$ cat config.mk
export PLATFORM = sky130hd
export DESIGN_NAME = pfs_flash_ctrl
export DESIGN_NICKNAME = d
export VERILOG_FILES = /design/src/pfs_pkg.sv /design/src/pfs_flash_ctrl.sv
export VERILOG_INCLUDE_DIRS = /design/src /design/src/src
export SDC_FILE = /design/constraint.sdc
export NUM_CORES = 1
export LEC_CHECK = 0
export ABC_CLOCK_PERIOD_IN_PS = 2200
export BUFFER_PORTS_ARGS = -buffer_cell sky130_fd_sc_hd__buf_2
export CORE_ASPECT_RATIO = 0.7
export CORE_UTILIZATION = 45
export DETAILED_ROUTE_END_ITERATION = 8
export HOLD_SLACK_MARGIN = 0.15
export PLACE_DENSITY = 0.76
export SLEW_MARGIN = 20
export SYNTH_ARGS = -nofsm -noshare
export SYNTH_HDL_FRONTEND = slang
export SYNTH_SLANG_ARGS = --single-unit
$ cat constraint.sdc
create_clock -name clk -period 2.2 [get_ports clk]
set_input_delay 0.33 -clock clk [delete_from_list [all_inputs] [get_ports clk]]
set_output_delay 0.33 -clock clk [all_outputs]
set_load 0.01 [all_outputs]
$ cat src/pfs_map.svh
`ifndef PFS_MAP_SVH
`define PFS_MAP_SVH

// =========================================
// completion codes
`define PFS_CODE_OK          16'h0000
`define PFS_CODE_WRITE_LIMIT 16'h0325
`define PFS_CODE_WORN        16'h0326
`define PFS_CODE_BAD_SAVE    16'h0327

// =========================================
// limits and sizes
`define PFS_PROG_WRITE_LIMIT 25
`define PFS_ENDURANCE        100000
`define PFS_PARAM_LAST       57
`define PFS_PARAM_EXTRA      150
`define PFS_POS_FIRST        1
`define PFS_POS_LAST         600
`define PFS_BLK_FIRST        7000
`define PFS_BLK_LAST         7004
`define PFS_BASE_MAX         8'hfe

`endif

$ cat src/pfs_pkg.sv
package pfs_pkg;

   // =========================================
   // types
   typedef enum logic [1:0] {
      PFS_CMD_NONE,
      PFS_CMD_SAVE,
      PFS_CMD_INIT
   } pfs_cmd_t;

   typedef struct packed {
      logic        done;
      logic        err;
      logic [15:0] code;
   } pfs_result_t;

endpackage : pfs_pkg
$ cat src/pfs_flash_ctrl.sv
`timescale 1ns/1ns
`default_nettype none
`include "pfs_map.svh"

module pfs_flash_ctrl
   import pfs_pkg::*;
#(
   parameter int BASE_SELF   = 8'h00,
   parameter int ENDURANCE   = `PFS_ENDURANCE,
   parameter int WRITE_LIMIT = `PFS_PROG_WRITE_LIMIT
)(
   // clock and reset
   input  wire logic        clk,
   input  wire logic        rst_n,

   // host commands
   input  wire logic        flash_save_command,
   input  wire logic        factory_init_command,
   input  wire logic        tool_write_command,
   input  wire logic [7:0]  module_base_select,
   input  wire logic        scan_end,
   input  wire logic        error_reset,

   // interlock
   input  wire logic        module_ready_flag,
   input  wire logic        host_ready_output,

   // flash and buffer engine
   output logic             save_start,
   output logic             init_start,
   input  wire logic        engine_done,
   input  wire logic        engine_fail,
   input  wire logic        save_torn,

   // results
   output logic             busy,
   output logic             write_locked,
   output logic             param_error,
   output logic             done_pulse,
   output logic             err_pulse,
   output logic [15:0]      complete_code,
   output logic [15:0]      system_word
);

   // =========================================
   // state
   typedef enum logic [2:0] {
      S_IDLE,
      S_RUN,
      S_WAIT_END,
      S_PULSE
   } pfs_state_t;

   // sequencer
   pfs_state_t  state, next_state;
   pfs_cmd_t    cmd, next_cmd;
   logic        tool, next_tool;

   // write counters
   logic [4:0]  prog_cnt, next_prog_cnt;
   logic [16:0] life_cnt, next_life_cnt;

   // sticky flags
   logic        locked, next_locked;
   logic        perr, next_perr;

   // result and engine strobes
   logic        fault, next_fault;
   logic [15:0] code, next_code;
   logic        s_start, next_s_start;
   logic        i_start, next_i_start;
   pfs_result_t res, next_res;

   // target check against this module's base number
   function automatic logic addressed(input logic [7:0] sel);
      addressed = (sel <= `PFS_BASE_MAX) && (sel == BASE_SELF[7:0]);
   endfunction : addressed

   // =========================================
   // request decode
   logic req_any;
   logic ok_ready;
   logic over_prog;
   logic over_life;
   logic accept;
   logic tool_req;
   logic limit_hit;

   // qualify the incoming request
   always_comb
   begin
      req_any   = (flash_save_command || factory_init_command || tool_write_command)
                  && addressed(module_base_select);
      ok_ready  = !module_ready_flag && !host_ready_output;
      over_prog = !tool_write_command && (prog_cnt >= WRITE_LIMIT[4:0]);
      over_life = (life_cnt >= ENDURANCE[16:0]);
      accept    = (state == S_IDLE) && req_any && ok_ready;
      tool_req  = tool_write_command && !flash_save_command && !factory_init_command;
      limit_hit = accept && !tool_req && (locked || over_prog);
   end

   // =========================================
   // lock and parameter error flags

   // set beats clear when both land together
   always_comb
   begin
      next_locked = locked;
      next_perr   = perr;
      if (error_reset)
         next_locked = 1'b0;
      if (limit_hit)
         next_locked = 1'b1;
      if ((state == S_RUN) && engine_done && !engine_fail)
         next_perr = 1'b0;
      if (save_torn)
         next_perr = 1'b1;
   end

   // flag registers
   always_ff @(posedge clk)
   begin
      if (!rst_n)
      begin
         locked <= 1'b0;
         perr   <= 1'b0;
      end
      else
      begin
         locked <= next_locked;
         perr   <= next_perr;
      end
   end

   // =========================================
   // write counters

   // program writes and lifetime writes
   always_comb
   begin
      next_prog_cnt = prog_cnt;
      next_life_cnt = life_cnt;
      if (accept && !limit_hit && !over_life)
      begin
         if (!tool_req)
            next_prog_cnt = prog_cnt + 5'd1;
         next_life_cnt = life_cnt + 17'd1;
      end
   end

   // counter registers
   always_ff @(posedge clk)
   begin
      if (!rst_n)
      begin
         prog_cnt <= 5'h00;
         life_cnt <= 17'h00000;
      end
      else
      begin
         prog_cnt <= next_prog_cnt;
         life_cnt <= next_life_cnt;
      end
   end

   // =========================================
   // command sequencer

   // next state
   always_comb
   begin
      next_state    = state;
      next_cmd      = cmd;
      next_tool     = tool;
      next_fault    = fault;
      next_code     = code;
      next_s_start  = 1'b0;
      next_i_start  = 1'b0;
      next_res      = res;
      case (state)
         // wait for a qualified request
         S_IDLE:
         begin
            if (accept)
            begin
               next_cmd  = flash_save_command ? PFS_CMD_SAVE :
                           (factory_init_command ? PFS_CMD_INIT : PFS_CMD_SAVE);
               next_tool = tool_req;
               if (limit_hit)
               begin
                  next_fault  = 1'b1;
                  next_code   = `PFS_CODE_WRITE_LIMIT;
                  next_state  = S_WAIT_END;
               end
               else if (over_life)
               begin
                  next_fault = 1'b1;
                  next_code  = `PFS_CODE_WORN;
                  next_state = S_WAIT_END;
               end
               else
               begin
                  next_s_start  = (next_cmd == PFS_CMD_SAVE);
                  next_i_start  = (next_cmd == PFS_CMD_INIT);
                  next_fault    = 1'b0;
                  next_state    = S_RUN;
               end
            end
         end

         // engine copy or restore in flight
         S_RUN:
         begin
            if (engine_done)
            begin
               next_fault = engine_fail;
               next_code  = engine_fail ? `PFS_CODE_BAD_SAVE : `PFS_CODE_OK;
               next_state = S_WAIT_END;
            end
         end

         // raise the result at the next scan end
         S_WAIT_END:
         begin
            if (scan_end)
            begin
               next_res.done = 1'b1;
               next_res.err  = fault;
               next_res.code = code;
               next_state    = S_PULSE;
            end
         end

         // drop the result at the following scan end
         S_PULSE:
         begin
            if (scan_end)
            begin
               next_res.done = 1'b0;
               next_res.err  = 1'b0;
               next_state    = S_IDLE;
            end
         end

         default:
            next_state = S_IDLE;
      endcase
   end

   // =========================================
   // sequencer registers
   always_ff @(posedge clk)
   begin
      if (!rst_n)
      begin
         state    <= S_IDLE;
         cmd      <= PFS_CMD_NONE;
         tool     <= 1'b0;
         fault    <= 1'b0;
         code     <= 16'h0000;
         s_start  <= 1'b0;
         i_start  <= 1'b0;
         res      <= '0;
      end
      else
      begin
         state    <= next_state;
         cmd      <= next_cmd;
         tool     <= next_tool;
         fault    <= next_fault;
         code     <= next_code;
         s_start  <= next_s_start;
         i_start  <= next_i_start;
         res      <= next_res;
      end
   end

   // =========================================
   // outputs
   assign save_start    = s_start;
   assign init_start    = i_start;
   assign busy          = (state != S_IDLE);
   assign write_locked  = locked;
   assign param_error   = perr;
   assign done_pulse    = res.done;
   assign err_pulse     = res.err;
   assign complete_code = res.code;
   assign system_word   = 16'h0000;

endmodule : pfs_flash_ctrl
`default_nettype wire

==> results_dict.tcl, run 1 <==
set metrics [dict create \
    fmax_mhz 478 \
    critical_path_required_ns 2.40 \
    worst_clock_skew_ns 0.0108 \
    first_global_vias 1478 \
    vias_per_cell 4.97 \
    p_total_mw 1.40 \
    cts.sinks 37 \
    async_flop_share_pct 0 \
    die_x_um 84.9 \
    synth_area_mm2 0.00217 \
    path_max_fanout 6 \
    drt_iter0_drc 105 \
    placed_area_mm2 0.00226 \
    drv_cap 0 \
    ir_worst_vdd_mv 0.264 \
    path_class "reg -> reg" \
    yosysSeqAreaShare_pct 34.2 \
    path_clk_slew_ns 0.08 \
    synth_seq_cells 37 \
    switchingPower_mw 0.408 \
    relSlewSlack_pct 61.9 \
    dieArea_mm2 0.00510 \
    cp.arrival_ns 2.29 \
    synthDistinctLibCells 40 \
    ys_warn_count 0 \
    start_kind "flop" \
    cts_buffers 5 \
    fin_crit_sh_pct 95.0 \
    worst_slew_pin_slew_ns 0.572 \
    cp_slowest_cell "dfxtp_1" \
    holdPathStages 3 \
    ys.flop_type "dfxtp_1" \
    wl_um 4240 \
    final_cells 345 \
    hold_violations 0 \
    rrSetupSlack_ns 0.11 \
    synth_edf_count 0 \
    setup_violations 0 \
    drt-wirelength-per-cell_um 12.3 \
    status "complete, but fails checks" \
    multiInputGateArea_mm2 0.00127 \
    netlist.area_leader.share_pct 34.2 \
    synth_cells 252 \
    cts_tree "built" \
    route.detailed.drc 4 \
    power.static_leakage_nw 0.970 \
    final_cell_mix "dfxtp_1, buf_2, conb_1" \
    area_growth_pct 12.1 \
    crit_chain "ha_1 -> nor4_4 -> o31a_2 -> a2bb2oi_4 -> buf_4 -> and2_2 -> xnor2_1 -> and2_1" \
    use_met3_pct 5.94 \
    gp_congestion 0.776 \
    fillCellCount 425 \
    grt_max_degree 42 \
    dp_hpwl_um 3060 \
    fp-row-count 20 \
    maxSlewViolCount 0 \
    initial_utilization_pct 48.4 \
    grt_pass1_wl_um 6730 \
    pin_count 59 \
    clock_latency_ns 0.31 \
    globalRouteMet1Util_pct 23.5 \
    synthTopCellsByArea "dfxtp_1, buf_4, and2_1" \
    antenna_found_initial 0 \
    reg2reg_depth 8 \
    netlist.top_cell.by_area "dfxtp_1" \
    vias 1716 \
    syn-mean-instance-area_um2 8.60 \
    ff_latch_area_um2 741 \
    n_antenna_cell 0 \
    ant_nets 0 \
    grt_use_met2_pct 25.5 \
    violations "DRC" \
    internal_power_mw 0.988 \
    htreeDepth 2 \
    dp.cells 331 \
    switching_share_pct 29.2 \
    p_per_area_mw_per_mm2 575 \
    period_minus_slack_ns 2.09 \
    core-area_mm2 0.00448 \
    drive_gt1_share_pct 21.4 \
    hold_slack_ns 0.249 \
    clock_path_buffers 2 \
    worst_path_largest_cell_delay_ns 0.46 \
    critPathCaptureType "flop" \
    die_y_um 60.1 \
    comb_power_share_pct 16.3 \
    pwr-share-clk_pct 34.4 \
    seqPwrFrac_pct 49.3 \
    ctsHoldBuffers 0 \
    fin_nets 317 \
    overflow 0 \
    finalInstanceArea_mm2 0.00243 \
    dr.pass1.iters 6 \
    root_buffer "clkbuf_8" \
    grt-busiest-layer "met2" \
    rsz0062_at_grt "false" \
    grt_usage_pct 17.6 \
    hold_path_class "in -> reg" \
    io_buffers 32 \
    final_common_cell "dfxtp_1" \
]
[Yosys cell counts, drive strengths merged, types with 3 or more instances]
library cell,count
mux2i,4
a21boi,11
nand4,9
o2111ai,3
o21ai,16
and2,18
ha,8
a21oi,6
nor2,8
nor4,4
dfxtp,37
nand2,20
xnor2,10
nor2b,5
nand2b,4
inv,11
nor3,4
nand3,13
or3,7
buf,30
clkbuf,5
[timing repair]
action	in CTS	in global routing
pin swaps	1	1
setup buffers	4	2
gates cloned	0	0
endpoints found under the setup margin	5	25
resized for setup	0	9
[power by group through the flow]
stage | sequential, mW | clock [mW] | combinational [mW]
6_report | 0.688 | 0.481 | 0.227
5_1_grt | 0.689 | 0.526 | 0.256
2_1_floorplan | 0.702 | 0 | 0.166
4_1_cts | 0.687 | 0.494 | 0.203
3_3_place_gp | 0.702 | 0 | 0.196
3_5_place_dp | 0.703 | 0 | 0.201
[final timing paths]
check,from,to
setup / recovery,prog_cnt[0]$_SDFFE_PN0P_,life_cnt[0]$_SDFFE_PN0P_
hold / removal,save_torn,param_error$_SDFFE_PN0P_
setup reg to reg,prog_cnt[0]$_SDFFE_PN0P_,life_cnt[0]$_SDFFE_PN0P_
hold reg to reg,life_cnt[16]$_SDFFE_PN0P_,life_cnt[16]$_SDFFE_PN0P_
[critical path, delay by kind of cell, from the launching register on]
kind / cells / cell delay (ns)
DFF: 1 / 0.46
adders and majority gates: 1 / 0.25
and+or+nand+nor: 3 / 0.40
AOI/OAI and AO/OA: 2 / 0.56
xor gates and xnor gates: 1 / 0.13
buffers and inverters: 1 / 0.18
[layer usage]
layer	wire length (um)	vias to the layer above
met4	90	0
met5	0	-
met1	2110	783
li1	-	890
met3	185	9
met2	1850	34
[sequential cells by signal, summed over array words and instances (netlist names)]
register	flops
code	3
fault	1
write_locked	1
param_error	1
done_pulse	1
prog_cnt	5
life_cnt	17
state	2
err_pulse	1
init_start	1
complete_code	3
save_start	1
[through the flow]
stage	worst slack (ns)	util [%]	setup TNS, ns
2_1_floorplan	0.264	-	0
3_3_place_gp	0.0561	50.5	0
3_5_place_dp	-0.0481	50.5	-0.0810
4_1_cts	0.00272	53.1	0
5_1_grt	0.0210	54.2	0
6_report	0.110	54.2	0
[cell families (layout without fill, tap and decap cells)]
kind of cell / after synthesis / count (layout) / share of synthesized area [%]
AO/OA/AOI/OAI: 44 / 44 / 14.1
XOR/XNOR: 12 / 12 / 4.85
adder cells (fa/ha/maj): 8 / 8 / 4.62
buffers and inverters: 46 / 59 / 13.2
flip-flops: 37 / 37 / 34.2
multiplexers: 4 / 4 / 1.85
other: 1 / 26 / 0.173
AND/OR/NAND/NOR: 100 / 100 / 27.1
[final cells by class]
class | count | area share (%)
well taps | 55 | 2.83
clock buffers | 5 | 2.83
multi-input cells | 194 | 52.4
repair buffers | 40 | 9.06
flip-flops and latches | 37 | 30.5
inverters | 11 | 1.70
clock inverters | 3 | 0.721
(Power assumes the default switching activity.)
==> run 2, diff against run 1 <==
--- a/config.mk
+++ b/config.mk
@@ -6,10 +6,11 @@
 export SDC_FILE = /design/constraint.sdc
 export NUM_CORES = 1
 export LEC_CHECK = 0
-export ABC_CLOCK_PERIOD_IN_PS = 2200
+export ABC_CLOCK_PERIOD_IN_PS = 2600
 export BUFFER_PORTS_ARGS = -buffer_cell sky130_fd_sc_hd__buf_2
 export CORE_ASPECT_RATIO = 0.7
 export CORE_UTILIZATION = 45
+export CTS_BUF_LIST = sky130_fd_sc_hd__clkbuf_8
 export DETAILED_ROUTE_END_ITERATION = 8
 export HOLD_SLACK_MARGIN = 0.15
 export PLACE_DENSITY = 0.76
==> constraint.sdc (replaced) <==
create_clock -name clk -period 2.6 [get_ports clk]
set_input_delay 0.39 -clock clk [delete_from_list [all_inputs] [get_ports clk]]
set_output_delay 0.39 -clock clk [all_outputs]
set_load 0.01 [all_outputs]
==> run 2 against run 1 <==
The flow still finishes with violations (DRC). Combinational power is 27% lower. Cell count is 2.3% lower. Routed wire length is 2.5% lower. Clock-buffer cell count is 2 higher. Worst hold slack better by 0.080 ns. Via count is 1.6% lower. Die area stayed put. Register-to-register slack better by 0.19 ns. Global-route usage is 0.11 points lower. Sequential share of layout area is 1.1 points higher. Critical path type unchanged. Largest cell class unchanged. Highest routed layer unchanged.
==> results_dict.tcl, run 2 (synthesis results as in run 1) <==
set metrics [dict create \
    status "complete, but fails checks" \
    violations "DRC" \
    rrSetupSlack_ns 0.30 \
    antenna_found_initial 0 \
    fin_crit_sh_pct 88.6 \
    setup_tns_ns 0 \
    switchingPower_mw 0.323 \
    wl_um 4130 \
    dieArea_mm2 0.00510 \
    cts.sinks 37 \
    pwr-share-clk_pct 37.5 \
    area_growth_pct 8.31 \
    grt_max_degree 42 \
    route.detailed.drc 4 \
    ant_nets 0 \
    p_per_area_mw_per_mm2 509 \
    r2r-start "state[0]$_SDFFE_PN0P_" \
    final_cells 337 \
    fin_nets 309 \
    dp.cells 329 \
    largest_register_ffs 17 \
    switching_share_pct 27.0 \
    n_antenna_cell 0 \
    grt_usage_pct 17.5 \
    worst_slew_pin_slew_ns 0.629 \
    dr.pass1.iters 6 \
    worst_clock_skew_ns 0.00391 \
    die_y_um 60.1 \
    worst_path_largest_cell_delay_ns 0.39 \
    relSlewSlack_pct 58.0 \
    vias_per_cell 5.01 \
    pin_count 59 \
    seqPwrFrac_pct 48.7 \
    hold_end "init_start$_SDFF_PP0_" \
    start_kind "flop" \
    core-area_mm2 0.00448 \
    drv_cap 0 \
    worst-path-buf-inv 1 \
    gp_congestion 0.835 \
    first_global_vias 1457 \
    rsz0062_at_grt "false" \
    drive_gt1_share_pct 17.0 \
    cts_tree "built" \
    ff_latch_area_um2 741 \
    vias 1688 \
    period_minus_slack_ns 2.30 \
    cp_slowest_cell "or3_1" \
    initial_utilization_pct 48.4 \
    reg2reg_depth 8 \
    multiInputGateArea_mm2 0.00123 \
    maxSlewViolCount 0 \
    clock_path_buffers 2 \
    io_buffers 32 \
    ir_worst_vdd_mv 0.241 \
    hold_violations 0 \
    internal_power_mw 0.872 \
    drt_iter0_drc 91 \
    comb_power_share_pct 13.8 \
    final_cell_mix "dfxtp_1, buf_2, conb_1" \
    power.static_leakage_nw 0.933 \
    critPathCaptureType "flop" \
    fp-row-count 20 \
    dp_hpwl_um 3100 \
    crit_chain "inv_1 -> ha_1 -> nor4b_2 -> o2111ai_1 -> a2bb2oi_4 -> nand3_2 -> or3_1 -> a21boi_1" \
    holdPathStages 2 \
    root_buffer "clkbuf_8" \
    die_x_um 84.9 \
    fmax_mhz 434 \
    setup_violations 0 \
    hold_path_class "in -> reg" \
    grt_pass1_wl_um 6730 \
    path_class "reg -> reg" \
    utilization_pct 52.4 \
    overflow 0 \
    min-delay-start "flash_save_command" \
    htreeDepth 2 \
    critical_path_required_ns 2.83 \
    ctsHoldBuffers 0 \
    reg_top3 "life_cnt (17), prog_cnt (5)" \
    postCtsSetupBuffers 0 \
    fillCellCount 420 \
    clock_latency_ns 0.29 \
    r2r-end "life_cnt[10]$_SDFFE_PN0P_" \
    cts_buffers 5 \
    cts_resized 0 \
    final_common_cell "dfxtp_1" \
    drt-wirelength-per-cell_um 12.3 \
    path_max_fanout 13 \
    crit_family "simple AND/OR/NAND/NOR gates" \
    largest-register "life_cnt" \
    cp.arrival_ns 2.53 \
    path_clk_slew_ns 0.07 \
]
run 2: cell type report:
| cell class | count | area share [%] |
|---|---|---|
| Clock inverter | 1 | 0.213 |
| Tap cell | 55 | 2.93 |
| Multi-Input combinational cell | 194 | 52.6 |
| Clock buffer | 7 | 4.10 |
| Inverter | 11 | 1.76 |
| Sequential cell | 37 | 31.6 |
| Timing Repair Buffer | 32 | 6.82 |
run 2: worst max path at each step:
stage	from	to	cells past startpoint
floorplan	state[1]$_SDFFE_PN0P_	code[0]$_SDFFE_PN0P_	9
global route	state[0]$_SDFFE_PN0P_	life_cnt[10]$_SDFFE_PN0P_	8
finish	state[0]$_SDFFE_PN0P_	life_cnt[10]$_SDFFE_PN0P_	8
detailed placement	state[0]$_SDFFE_PN0P_	life_cnt[10]$_SDFFE_PN0P_	8
global placement	state[0]$_SDFFE_PN0P_	life_cnt[10]$_SDFFE_PN0P_	8
CTS	state[0]$_SDFFE_PN0P_	life_cnt[10]$_SDFFE_PN0P_	8
run 2: worst reg2reg max path: stages, from the launching register on:
cell,delay [ns]
dfxtp_1,0.38
inv_1,0.10
ha_1,0.29
nor4b_2,0.19
o2111ai_1,0.14
a2bb2oi_4,0.37
nand3_2,0.23
or3_1,0.39
a21boi_1,0.13
run 2: routing by layer:
| layer | vias up | share of wire (%) | global-route usage (%) |
|---|---|---|---|
| li1 | 877 | - | - |
| met1 | 771 | 49 | 23.2 |
| met2 | 35 | 45 | 27.4 |
| met3 | 5 | 4.7 | 4.70 |
| met4 | 0 | 1.1 | 6.54 |
| met5 | - | 0 | 0 |
run 2: power groups by stage:
stage / sequential, mW / clock, mW / combinational (mW)
final: 0.582 / 0.448 / 0.165
after global routing: 0.583 / 0.484 / 0.184
after CTS: 0.581 / 0.458 / 0.163
after detailed placement: 0.595 / 0 / 0.163
after global placement: 0.594 / 0 / 0.157
after floorplan: 0.594 / 0 / 0.141
run 2: through the flow:
step                      hold slack [ns]  total power [mW]  instance area [um2]  setup slack (ns)
after floorplan                     0.432             0.734                 2260             0.664
after global placement              0.440             0.750                 2250             0.434
after detailed placement            0.451             0.757                 2250             0.330
after CTS                           0.320              1.20                 2350             0.309
after global routing                0.335              1.25                 2350             0.140
final                               0.329              1.19                 2350             0.297
